==> src/hdl/titl_pkg.sv <==
// Shared constants and types of the tracker discrete I/O block
package titl_pkg;
   localparam int CLK_HZ = 100_000_000;
   localparam int HOLD_TIME_MS = 3000;
   localparam int HOLD_CYCLES = HOLD_TIME_MS * (CLK_HZ / 1000);

   localparam int BAUD_4800 = 4800;
   localparam int BAUD_9600 = 9600;
   localparam int BAUD_19200 = 19200;
   localparam int BAUD_38400 = 38400;
   localparam int BAUD_57600 = 57600;
   localparam int BAUD_115200 = 115200;
   localparam int DIV_W = 15;

   typedef enum logic [2:0] {
      titl_b4800 = 3'b000,
      titl_b9600 = 3'b001,
      titl_b19200 = 3'b010,
      titl_b38400 = 3'b011,
      titl_b57600 = 3'b100,
      titl_b115200 = 3'b101
   } titl_baud_type;

   typedef enum logic [1:0] {
      titl_in_general = 2'b00,
      titl_in_emergency = 2'b01,
      titl_in_test = 2'b10
   } titl_in_kind_type;

   typedef enum logic [1:0] {
      titl_em_idle = 2'b00,
      titl_em_entered = 2'b01,
      titl_em_armed = 2'b10
   } titl_em_state_type;

   localparam logic [7:0] REG_CTRL = 8'h00;
   localparam logic [7:0] REG_INCFG = 8'h04;
   localparam logic [7:0] REG_OUT = 8'h08;
   localparam logic [7:0] REG_BAUD = 8'h0C;
   localparam logic [7:0] REG_STATUS = 8'h10;
   localparam logic [7:0] REG_EVENT = 8'h14;

   localparam int CTRL_LATCH_BIT = 0;
   localparam int CTRL_REPORT_BIT = 1;
   localparam int CTRL_TEST_EXIT_BIT = 2;
   localparam int CFG_KIND_LSB = 0;
   localparam int CFG_RISE_BIT = 2;
   localparam int CFG_FALL_BIT = 3;
   localparam int CFG_W = 4;
   localparam int EVENT_REPORT_BIT = 0;

   localparam logic [15:0] INCFG_RESET = 16'h88A9;
   localparam logic [2:0] OUT_RESET = 3'h0;
   localparam logic [3:0] NOTICE_TAG = 4'hA;
endpackage

==> src/hdl/titl_if.sv <==
// Carrier between the synchroniser, serial transmitter and core
`timescale 1ns/10ps
`default_nettype none
interface titl_if;
   logic [3:0] level;
   logic [3:0] rise;
   logic [3:0] fall;
   logic button;
   logic tx_start;
   logic [7:0] tx_byte;
   logic [2:0] baud_sel;
   logic tx_busy;
   logic txd;
   modport sync_end (output level, rise, fall, button);
   modport tx_end (input tx_start, tx_byte, baud_sel, output tx_busy, txd);
   modport core (input level, rise, fall, button, tx_busy, txd,
                 output tx_start, tx_byte, baud_sel);
endinterface
`default_nettype wire

==> src/hdl/titl_sync.sv <==
// Pin synchroniser and edge detector for the four inputs and the button
`timescale 1ns/10ps
`default_nettype none
module titl_sync
   import titl_pkg::*;
(
   input wire logic pclk,
   input wire logic presetn,
   input wire logic [3:0] ext_in,
   input wire logic button_n,
   titl_if.sync_end io
);
   typedef struct packed {
      logic [4:0] meta;
      logic [4:0] sync;
      logic [3:0] prev;
      logic [3:0] rise;
      logic [3:0] fall;
   } titl_sync_state_type;

   titl_sync_state_type r;
   titl_sync_state_type next_r;
   logic [3:0] merged;

   always_comb begin
      next_r = r;
      next_r.meta = {button_n, ext_in};
      next_r.sync = r.meta;
      // Button pulls the shared first input low
      merged = {r.sync[3:1], r.sync[0] & r.sync[4]};
      next_r.prev = merged;
      next_r.rise = merged & ~r.prev;
      next_r.fall = ~merged & r.prev;
   end

   // Idle high after reset, as the pull-ups hold open pins
   always_ff @(posedge pclk or negedge presetn) begin
      if (!presetn) begin
         r <= '{meta: 5'h1F, sync: 5'h1F, prev: 4'hF, rise: 4'h0,
                fall: 4'h0};
      end else begin
         r <= next_r;
      end
   end

   assign io.level = r.prev;
   assign io.rise = r.rise;
   assign io.fall = r.fall;
   assign io.button = r.sync[4];
endmodule
`default_nettype wire

==> src/hdl/titl_uart_tx.sv <==
// Host serial transmitter with programmable baud divider
`timescale 1ns/10ps
`default_nettype none
module titl_uart_tx
   import titl_pkg::*;
(
   input wire logic pclk,
   input wire logic presetn,
   titl_if.tx_end io
);
   typedef struct packed {
      logic [DIV_W-1:0] div;
      logic [8:0] shreg;
      logic [3:0] bits;
      logic busy;
      logic txd;
   } titl_tx_state_type;

   titl_tx_state_type r;
   titl_tx_state_type next_r;
   logic [DIV_W-1:0] divisor;

   always_comb begin
      next_r = r;
      case (io.baud_sel)
         titl_b4800: divisor = DIV_W'(CLK_HZ / BAUD_4800 - 1);
         titl_b9600: divisor = DIV_W'(CLK_HZ / BAUD_9600 - 1);
         titl_b38400: divisor = DIV_W'(CLK_HZ / BAUD_38400 - 1);
         titl_b57600: divisor = DIV_W'(CLK_HZ / BAUD_57600 - 1);
         titl_b115200: divisor = DIV_W'(CLK_HZ / BAUD_115200 - 1);
         default: divisor = DIV_W'(CLK_HZ / BAUD_19200 - 1);
      endcase
      if (!r.busy) begin
         if (io.tx_start) begin
            next_r.busy = 1'b1;
            next_r.txd = 1'b0;
            next_r.shreg = {1'b1, io.tx_byte};
            next_r.bits = 4'h9;
            next_r.div = divisor;
         end
      end else if (r.div == '0) begin
         next_r.div = divisor;
         if (r.bits == 4'h0) begin
            next_r.busy = 1'b0;
         end else begin
            next_r.txd = r.shreg[0];
            next_r.shreg = {1'b1, r.shreg[8:1]};
            next_r.bits = r.bits - 4'h1;
         end
      end else begin
         next_r.div = r.div - DIV_W'(1);
      end
   end

   always_ff @(posedge pclk or negedge presetn) begin
      if (!presetn) begin
         r <= '{div: '0, shreg: 9'h1FF, bits: 4'h0, busy: 1'b0,
                txd: 1'b1};
      end else begin
         r <= next_r;
      end
   end

   assign io.tx_busy = r.busy;
   assign io.txd = r.txd;
endmodule
`default_nettype wire

==> src/hdl/tracker_io_trigger_logic.sv <==
// Tracker discrete inputs, emergency logic, outputs and APB registers
//
// Notes on behaviour
// - Four discrete inputs, three discrete outputs.
// - Inputs pulled up; open pin reads high.
// - Each input: emergency/test/general, rise/fall/both trigger.
// - Emergency input trigger enters emergency tracking.
// - Test input trigger enters test tracking.
// - General input trigger queues an input report.
// - Position reports carry every current input value.
// - Defaults: input zero emergency, one test, falling.
// - Button shares input zero for emergency.
// - Momentary: short button press enters emergency.
// - Momentary: hold over three seconds leaves emergency.
// - Emergency indicator lit while emergency active.
// - Switch type momentary or latching, momentary default.
// - Latching: emergency only while trigger condition holds.
// - Report enabled: pin change sends value notice.
// - Outputs set by command or remote update.
// - Fixed baud, default 19.2k, programmable 4.8k-115.2k.
`timescale 1ns/10ps
`default_nettype none
module tracker_io_trigger_logic
   import titl_pkg::*;
#(
   parameter int unsigned HOLD_COUNT = HOLD_CYCLES,
   parameter int HOLD_W = 29
)
(
   input wire logic pclk,
   input wire logic presetn,
   input wire logic [7:0] paddr,
   input wire logic psel,
   input wire logic penable,
   input wire logic pwrite,
   input wire logic [31:0] pwdata,
   output logic [31:0] prdata,
   output logic pready,
   output logic pslverr,
   input wire logic [3:0] ext_in,
   input wire logic button_n,
   input wire logic remote_out_valid,
   input wire logic [2:0] remote_out_data,
   output logic [2:0] out_pins,
   output logic emergency_led,
   output logic emergency_mode,
   output logic test_mode,
   output logic input_report_req,
   output logic [3:0] input_values,
   output logic serial_tx
);
   typedef struct packed {
      logic [31:0] prdata;
      logic pready;
      logic pslverr;
      logic latching;
      logic report_en;
      logic [15:0] incfg;
      logic [2:0] outs;
      logic [2:0] baud;
      titl_em_state_type em_state;
      logic [HOLD_W-1:0] hold;
      logic led;
      logic em_mode;
      logic test;
      logic report_req;
      logic report_pending;
      logic notice_pending;
      logic tx_start;
      logic [7:0] tx_byte;
      logic [3:0] values;
      logic [3:0] last_values;
   } titl_core_state_type;

   titl_if bus ();

   titl_sync u_sync (
      .pclk(pclk),
      .presetn(presetn),
      .ext_in(ext_in),
      .button_n(button_n),
      .io(bus.sync_end)
   );

   titl_uart_tx u_tx (
      .pclk(pclk),
      .presetn(presetn),
      .io(bus.tx_end)
   );

   titl_core_state_type r;
   titl_core_state_type next_r;

   logic [3:0] trig_ev;
   logic [3:0] trig_level;
   logic [3:0] is_em;
   logic [3:0] is_test;
   logic [3:0] is_gen;
   logic em_trig;
   logic em_cond;
   logic test_trig;
   logic gen_trig;
   logic access;
   logic wr;
   logic rd_ok;
   logic [31:0] rd_val;

   // Per input decode of kind, trigger edge and level condition
   genvar gi;
   generate
      for (gi = 0; gi < 4; gi++) begin : g_in
         logic [CFG_W-1:0] cfg;
         assign cfg = r.incfg[gi*CFG_W +: CFG_W];
         assign is_em[gi] = (cfg[CFG_KIND_LSB +: 2] == titl_in_emergency);
         assign is_test[gi] = (cfg[CFG_KIND_LSB +: 2] == titl_in_test);
         assign is_gen[gi] = (cfg[CFG_KIND_LSB +: 2] == titl_in_general);
         assign trig_ev[gi] = (cfg[CFG_RISE_BIT] & bus.rise[gi])
            | (cfg[CFG_FALL_BIT] & bus.fall[gi]);
         // A both-edges trigger counts as active while low
         assign trig_level[gi] = cfg[CFG_FALL_BIT] ? ~bus.level[gi]
            : (cfg[CFG_RISE_BIT] & bus.level[gi]);
      end
   endgenerate

   assign em_trig = |(trig_ev & is_em);
   assign em_cond = |(trig_level & is_em);
   assign test_trig = |(trig_ev & is_test);
   assign gen_trig = |(trig_ev & is_gen);

   assign access = psel & penable;
   assign wr = access & r.pready & pwrite;

   // Read decode; unmapped addresses answer with an error
   always_comb begin
      rd_val = 32'h0;
      rd_ok = 1'b1;
      if (paddr == REG_CTRL) begin
         rd_val[CTRL_LATCH_BIT] = r.latching;
         rd_val[CTRL_REPORT_BIT] = r.report_en;
      end else if (paddr == REG_INCFG) begin
         rd_val[15:0] = r.incfg;
      end else if (paddr == REG_OUT) begin
         rd_val[2:0] = r.outs;
      end else if (paddr == REG_BAUD) begin
         rd_val[2:0] = r.baud;
      end else if (paddr == REG_STATUS) begin
         rd_val[3:0] = r.values;
         rd_val[4] = r.em_mode;
         rd_val[5] = r.test;
         rd_val[6] = r.notice_pending;
         rd_val[7] = bus.tx_busy;
      end else if (paddr == REG_EVENT) begin
         rd_val[EVENT_REPORT_BIT] = r.report_pending;
      end else begin
         rd_ok = 1'b0;
      end
   end

   always_comb begin
      next_r = r;
      next_r.report_req = 1'b0;
      next_r.tx_start = 1'b0;

      // One wait state, so prdata and pready both leave flip-flops
      next_r.pready = access & ~r.pready;
      if (access & ~r.pready) begin
         next_r.prdata = pwrite ? 32'h0 : rd_val;
         next_r.pslverr = ~rd_ok;
      end else if (r.pready) begin
         next_r.pslverr = 1'b0;
      end

      // Register writes take effect on the completing edge
      if (wr && rd_ok) begin
         if (paddr == REG_CTRL) begin
            next_r.latching = pwdata[CTRL_LATCH_BIT];
            next_r.report_en = pwdata[CTRL_REPORT_BIT];
            if (pwdata[CTRL_TEST_EXIT_BIT]) begin
               next_r.test = 1'b0;
            end
         end else if (paddr == REG_INCFG) begin
            next_r.incfg = pwdata[15:0];
         end else if (paddr == REG_OUT) begin
            next_r.outs = pwdata[2:0];
         end else if (paddr == REG_BAUD) begin
            // Codes past the table are refused, rate unchanged
            if (pwdata[2:0] <= titl_b115200) begin
               next_r.baud = pwdata[2:0];
            end
         end else if (paddr == REG_EVENT) begin
            if (pwdata[EVENT_REPORT_BIT]) begin
               next_r.report_pending = 1'b0;
            end
         end
      end

      // Remote update lands after a local write in the same cycle
      if (remote_out_valid) begin
         next_r.outs = remote_out_data;
      end

      // Test entry; a new trigger beats a simultaneous exit write
      if (test_trig) begin
         next_r.test = 1'b1;
      end

      // General triggers queue a report, set beats clear
      if (gen_trig) begin
         next_r.report_req = 1'b1;
         next_r.report_pending = 1'b1;
      end

      // Live input values for the position report builder
      next_r.values = bus.level;

      // Emergency tracking state
      case (r.em_state)
         titl_em_idle: begin
            next_r.hold = '0;
            if (r.latching) begin
               if (em_cond) begin
                  next_r.em_state = titl_em_entered;
               end
            end else if (em_trig) begin
               next_r.em_state = titl_em_entered;
            end
         end
         titl_em_entered: begin
            next_r.hold = '0;
            if (r.latching) begin
               if (!em_cond) begin
                  next_r.em_state = titl_em_idle;
               end
            end else if (bus.button) begin
               // The entering press must end before a hold can count
               next_r.em_state = titl_em_armed;
            end
         end
         titl_em_armed: begin
            if (r.latching) begin
               next_r.hold = '0;
               if (!em_cond) begin
                  next_r.em_state = titl_em_idle;
               end else begin
                  next_r.em_state = titl_em_entered;
               end
            end else if (!bus.button) begin
               if (r.hold == HOLD_W'(HOLD_COUNT - 1)) begin
                  next_r.em_state = titl_em_idle;
                  next_r.hold = '0;
               end else begin
                  next_r.hold = r.hold + HOLD_W'(1);
               end
            end else begin
               next_r.hold = '0;
            end
         end
         default: begin
            next_r.em_state = titl_em_idle;
            next_r.hold = '0;
         end
      endcase
      next_r.em_mode = (next_r.em_state != titl_em_idle);
      next_r.led = (next_r.em_state != titl_em_idle);

      // Pin change notice; only the latest values are kept if busy
      if (r.report_en && (bus.level != r.last_values)) begin
         next_r.notice_pending = 1'b1;
      end
      next_r.last_values = bus.level;
      if (r.notice_pending && !bus.tx_busy && !r.tx_start) begin
         next_r.tx_start = 1'b1;
         next_r.tx_byte = {NOTICE_TAG, bus.level};
         if (!(r.report_en && (bus.level != r.last_values))) begin
            next_r.notice_pending = 1'b0;
         end
      end
   end

   always_ff @(posedge pclk or negedge presetn) begin
      if (!presetn) begin
         r <= '{
            prdata: 32'h0,
            pready: 1'b0,
            pslverr: 1'b0,
            latching: 1'b0,
            report_en: 1'b0,
            incfg: INCFG_RESET,
            outs: OUT_RESET,
            baud: titl_b19200,
            em_state: titl_em_idle,
            hold: '0,
            led: 1'b0,
            em_mode: 1'b0,
            test: 1'b0,
            report_req: 1'b0,
            report_pending: 1'b0,
            notice_pending: 1'b0,
            tx_start: 1'b0,
            tx_byte: 8'h00,
            values: 4'hF,
            last_values: 4'hF
         };
      end else begin
         r <= next_r;
      end
   end

   assign bus.tx_start = r.tx_start;
   assign bus.tx_byte = r.tx_byte;
   assign bus.baud_sel = r.baud;

   assign prdata = r.prdata;
   assign pready = r.pready;
   assign pslverr = r.pslverr;
   assign out_pins = r.outs;
   assign emergency_led = r.led;
   assign emergency_mode = r.em_mode;
   assign test_mode = r.test;
   assign input_report_req = r.report_req;
   assign input_values = r.values;
   assign serial_tx = bus.txd;
endmodule
`default_nettype wire

==> config.mk <==
export PLATFORM = sky130hd
export DESIGN_NAME = tracker_io_trigger_logic
export DESIGN_NICKNAME = d
export VERILOG_FILES = /design/src/hdl/titl_pkg.sv /design/src/hdl/titl_if.sv /design/src/hdl/titl_sync.sv /design/src/hdl/titl_uart_tx.sv /design/src/hdl/tracker_io_trigger_logic.sv
export SDC_FILE = /design/constraint.sdc
export NUM_CORES = 1
export LEC_CHECK = 0
export ABC_CLOCK_PERIOD_IN_PS = 2870
export BUFFER_PORTS_ARGS = -buffer_cell sky130_fd_sc_hd__buf_4
export CAP_MARGIN = 30
export CORE_MARGIN = 1
export CORE_UTILIZATION = 35
export DETAILED_ROUTE_END_ITERATION = 10
export MAX_ROUTING_LAYER = met4
export RECOVER_POWER = 50
export SLEW_MARGIN = 20
export SYNTH_ARGS = -nofsm -noshare
export SYNTH_HDL_FRONTEND = slang
export SYNTH_HIERARCHICAL = 1
export SYNTH_SLANG_ARGS = --single-unit
==> constraint.sdc <==
create_clock -name pclk -period 2.87 [get_ports pclk]
set_input_delay 0.1435 -clock pclk [delete_from_list [all_inputs] [get_ports pclk]]
set_output_delay 0.1435 -clock pclk [all_outputs]
set_load 0.005 [all_outputs]
After elaboration in Yosys (flattened, before gate mapping)
Cells that the tools add are included.

Add/subtract/negate cells: 3. Multiply operators: 0. Div/mod/pow operators: 0. $lt $le $gt $ge: 1. Eq/ne operators: 29. Shift operators: 0. Muxes and demuxes: 68. Bitwise gates (word level): 38. Reductions and logical operators: 37.

Operators with widths (count): $pmux W31 S3 (1); $pmux W15 S5 (1); $mux W30 (2); $mux W29 (2); $mux W31 (1); $mux W1 (30); $mux W15 (2); $add A29 B1 Y29 const B (1); $eq A29 B29 Y1 const B (1); $and A4 B4 Y4 (6); $reduce_bool A2 Y1 (11); $mux W3 (7); $mux W2 (10); $mux W6 (3); $and A1 B1 Y1 (17); $eq A8 B4 Y1 const B (2); $eq A8 B5 Y1 const B (2); $mux W16 (1); $mux W8 (2); $ne A2 B2 Y1 const B (8); $reduce_or A4 Y1 (4); $logic_not A15 Y1 (1); $sub A15 B1 Y15 const B (1); $mux W14 (1); other kinds (27) (59).

Register bits: 156. Latch bits: 0. RAM bits: 0. Memory bits (read-only): 0. Input port bits: 54. Output and inout bits: 46. Word-level logic and storage cells: 204. Memories kept: 0.

Longest topological paths before layout
Depth in word-level cells: 10. Mapped depth: 8.

Hierarchy
Netlist, hierarchy kept.

Modules (own cells, without submodules): tracker_io_trigger_logic (instances 1, cells an instance 417, area each 4538.1 um^2, sequential area each 2215.9 um^2); titl_uart_tx (instances 1, cells an instance 197, area each 1861.8 um^2, sequential area each 763.2 um^2); titl_sync (instances 1, cells an instance 43, area each 718.2 um^2, sequential area each 568.0 um^2).

Worst setup path after synthesis
OpenSTA, ideal clock, no wires.

Kind: reg-to-reg. From: reg u_tx/r[15] (netlist bit). To: reg u_tx/r[25] (netlist bit). Setup time: 0.131 ns. Data arrival time: 1.864 ns. Required time: 2.739 ns. Setup slack: 0.875 ns. Stages on the path, launching flop included: 8. Path through: dfrtp_1 -> inv_1 -> ha_1 -> or4b_4 -> or2_0 -> o21ai_1 -> nor2_1 -> or3_1.

Longest elaborated chain between the ends: 3. Elaborated cells on any way between the ends: 4. Classes of those cells: 1 x add/sub; 2 x mux; 1 x reduce/logical.

Ends and longest elaborated chain: start: declaration (line titl_uart_tx.sv:19) `titl_tx_state_type r;`; start signal: assignment (line titl_uart_tx.sv:57) `r <= '{div: '0, shreg: 9'h1FF, bits: 4'h0, busy: 1'b0,`; start signal: assignment (line titl_uart_tx.sv:60) `r <= next_r;`; $sub A15 B1 Y15 or $logic_not A15 Y1 (tied branches) (line titl_uart_tx.sv:51, titl_uart_tx.sv:41); $mux W15 (*) (line titl_uart_tx.sv:41) `end else if (r.div == '0) begin`; $mux W30 (*) (line titl_uart_tx.sv:33) `if (!r.busy) begin`.

Mark *: on every way between the ends. The rest lies on a longest branch, timed or not. A chain may end at the register's enable or synchronous reset.

Worst setup path after layout
From: reg r (netlist bit pready). To: reg r (netlist bit out_pins[1]).

Longest elaborated chain between the ends: 5.

Ends and longest elaborated chain: start: declaration (line tracker_io_trigger_logic.sv:91) `titl_core_state_type r;`; start signal: assignment (line tracker_io_trigger_logic.sv:282) `r <= '{`; start signal: assignment (line tracker_io_trigger_logic.sv:305) `r <= next_r;`; $and A1 B1 Y1 (2 in series) (line tracker_io_trigger_logic.sv:131) `assign wr = access & r.pready & pwrite;`; $logic_and A1 B1 Y1 (line tracker_io_trigger_logic.sv:174) `if (wr && rd_ok) begin`; $reduce_bool A2 Y1 (no line); $reduce_and A4 Y1 (no line).

No other way between the ends.

==> results.md <==
* Failing checks: capacitance limit, slew limit
* Final Cycle Share at 83.24%
* Final WL at 15540 um
* EDFF count, synth at 0
* Initial core utilization at 36.10%
* F_max at approximately 420 MHz
* Post-route insts no fill at 1000
* Die Wd at 144.6 um
* Clk pwr share at 41.1%
* # fillers at 1853
* Die Ht at 144.6 um
* Largest net degree at the start of global routing at between 70 and 80
* Rows at slightly above 50
* Routability cong. at about 0.89
* Cell with the largest stage delay on the worst path: dlygate4sd3_1
* Slew Viols, Final at 71
* Post-synth top cells: 105 x dfrtp_1, 59 x nor2_1, 53 x buf_4
* CP Capture Type: flip-flop
* CTS Buffer Depth at 2
* WP buf/inv at 1
* HP Class: in -> reg
* CP delay by family, top: simple AND/OR/NAND/NOR gates
* Post-route cell area at approximately 0.0084 mm^2
* Area grow syn2layout at 17.42%
* Final hold slack at 34.62 ps
* Cell Area, Synth at 0.007118 mm^2
* Pwr dens at 636.9 mW/mm^2
* Drt first-iter violations at ~260
* Top post-synthesis cells by area: dfrtp_1 37%, dfstp_2 13%, buf_4 5.6%, mux2_2 5.1%, nor2_1 3.1%
* I/O pins at 100
* Ys async rst share at between 90% and 100%
* Tot GR Track Use at 16.50%
* Max Cap Violations at 1
* CTS tree: built
* Vias in the first global route at about 4800
* Crit-path cells: nand4_1 > nor4_4 > nand3b_1 > mux2_2 > mux2_2 > dlygate4sd3_1
* WP data required at 3170 ps
* Int Pwr at approximately 3.9 mW
* Max H-tree Level at 4
* CP most frequent cell: mux2_2
* Switching part of the total at 27.67%
* Share of total power in combinational logic at 14.9%
* DIE AREA at 0.02091 mm^2
* M3 GR Usage at 4.338%
* Synthesized area per cell at 10.83 um^2
* Met1 Use GR at 22.49%
* Post-synthesis sequential area ratio at 49.83%
* Distinct cells, synth at around 80
* Run status: finished with violations
* Placed Instances at between 900 and 1000
* Layout cells sized above 1 at about 25%
* Num Clock Sinks at 140
* Top-area cell type share of the netlist area at 36.91%
* Worst-path clk slew at 60 ps
* Peak VDD IR at between 0.3 and 0.4 mV
* Drt drc at 0
* Initial antenna violation count at 1
* Synthesis-stage register bit count at 140
* CP arrival at 2680 ps
* M2 GR Usage at about a quarter
* Standby leakage power at 3.537 nW
* Postcts setup bufs at 0
* Clock skew at 7.426 ps
* DPL Wire Length at 10790 um
* Crit start category: flip-flop
* Placed cell areas at 0.007536 mm^2
* Most frequent cell after synthesis: dfrtp_1
* Clock latency on the worst-skew pair at 420 ps
* WL/cell at 15.54 um
* RSZ-0062 raised after global routing: false
* DRT Pass-1 Iters at 4
* Warnings, synthesis at 6
* Setup_tns at 0 ps
* Reg power frac at 43.9%
* GRT busiest layer: met2
* Final Setup Violations at 0
* Crit path time final at 2389 ps
* Fin nets at approximately 780
* Worst slew margin at -17.80%
* GRT overflow at 0
* Vias per inst at 5.040
* CTS Buf Count at 17
* Synth area leader: dfrtp_1
* Critical path peak fanout at 4
* Mapped Cells at 657
* Max stage delay on crit path at between 500 and 600 ps
* WS Path Type: reg -> reg
* Core ar. at 0.01972 mm^2
* Main flop type after synthesis: dfrtp_1
* CTS Root Cell: clkbuf_16
* Post-DRT Antenna Nets at 0
* Port Buffers at between 60 and 70
* Actual slew at the worst max-slew pin at 1767 ps
* First-pass GRT wire length at 25470 um
* Routed via count at 5040
* Final Hold Viols at 0
* P_sw at 1.473 mW
logic make-up after synthesis:
logic type                 after synthesis  share of synthesized area (%)
muxes                                   36                          5.625
AOI/OAI and AO/OA                      117                          12.22
adders and majority gates                5                         0.8438
and+or+nand+nor                        236                          18.81
other                                    1                        0.05268
buffers and inverters                   88                          8.437
xor gates and xnor gates                34                          4.184
DFF                                    140                          49.83
worst register-to-register path, cell delays in order (launching register included):
cell and delay (ps):
dfrtp_1 380, nand4_1 310, nor4_4 280, nand3b_1 200
mux2_2 300, mux2_2 250, dlygate4sd3_1 550
sequential cells by signal (all words and copies together), names as in the netlist, 4 cells and up:
register and cells:
u_sync/next_r 5, g_in.cfg 16, u_tx/r 28, prdata 16, u_sync/io.rise 4, u_sync/io.fall 4, bus.tx_byte 5, u_sync/io.level 4
r 39
worst paths after layout:
| kind | start | to | slack, ps | cells past startpoint |
|---|---|---|---|---|
| worst max-delay path | pready | out_pins[1] | 480 | 6 |
| worst min-delay path | pwdata[2] | bus.baud_sel[2] | 30 | 2 |
| worst max register to register | pready | out_pins[1] | 480 | 6 |
| worst min register to register | u_sync/next_r[16] | u_sync/io.button | 360 | 0 |
| max in group asynchronous | presetn | u_tx/r[13] | 750 | 3 |
| min in group asynchronous | presetn | pslverr | 720 | 2 |
stage by stage:
step	setup WS (ps)	power, mW	util (%)
2_1_floorplan	875.1	2.889	-
3_3_place_gp	631.2	3.127	38.22
3_5_place_dp	649.1	3.139	38.22
4_1_cts	443.6	5.384	42.55
5_1_grt	332.6	5.587	42.39
6_report	481.1	5.324	42.39
metal layers:
| metal | vias up | share of wire (%) |
|---|---|---|
| met5 | - | 0 |
| li1 | 2440 | - |
| met1 | 2479 | 49 |
| met2 | 109 | 45 |
| met3 | 12 | 4.5 |
| met4 | 0 | 0.82 |
cell usage in the layout, fill, tap and decap left out, types with 18 or more instances in the layout:
master           n
o21ai_0         21
dfstp_2         26
dlygate4sd3_1   26
dfrtp_1        105
clkbuf_4        25
xor2_1          20
a22o_1          19
mux2_2          32
buf_4           42
conb_1          18
nor2_1          59
nor3_1          20
nand2_1         42
final cells by class:
type,instances,area [um^2],area share [%]
antenna,1,2.502,0.02994
clock buffer,20,456.7,5.464
clock inverter,12,136.4,1.632
inverter,15,56.30,0.6737
multi-input combinational,446,3030,36.26
sequential,140,3547,42.44
tap,265,331.6,3.967
timing repair buffer,101,797.0,9.536
power by group through the flow:
stage	Combinational (mW)	Sequential (mW)	Clock, mW
finish	0.795	2.34	2.19
global route	0.886	2.36	2.34
CTS	0.804	2.34	2.24
detailed placement	0.772	2.37	0
global placement	0.761	2.37	0
floorplan	0.575	2.31	0
timing repair:
action	4_1_cts	5_1_grt
gates resized for setup	0	0
hold buffers	26	0
hold endpoints to repair	79	0
(Power assumes the default switching activity.)
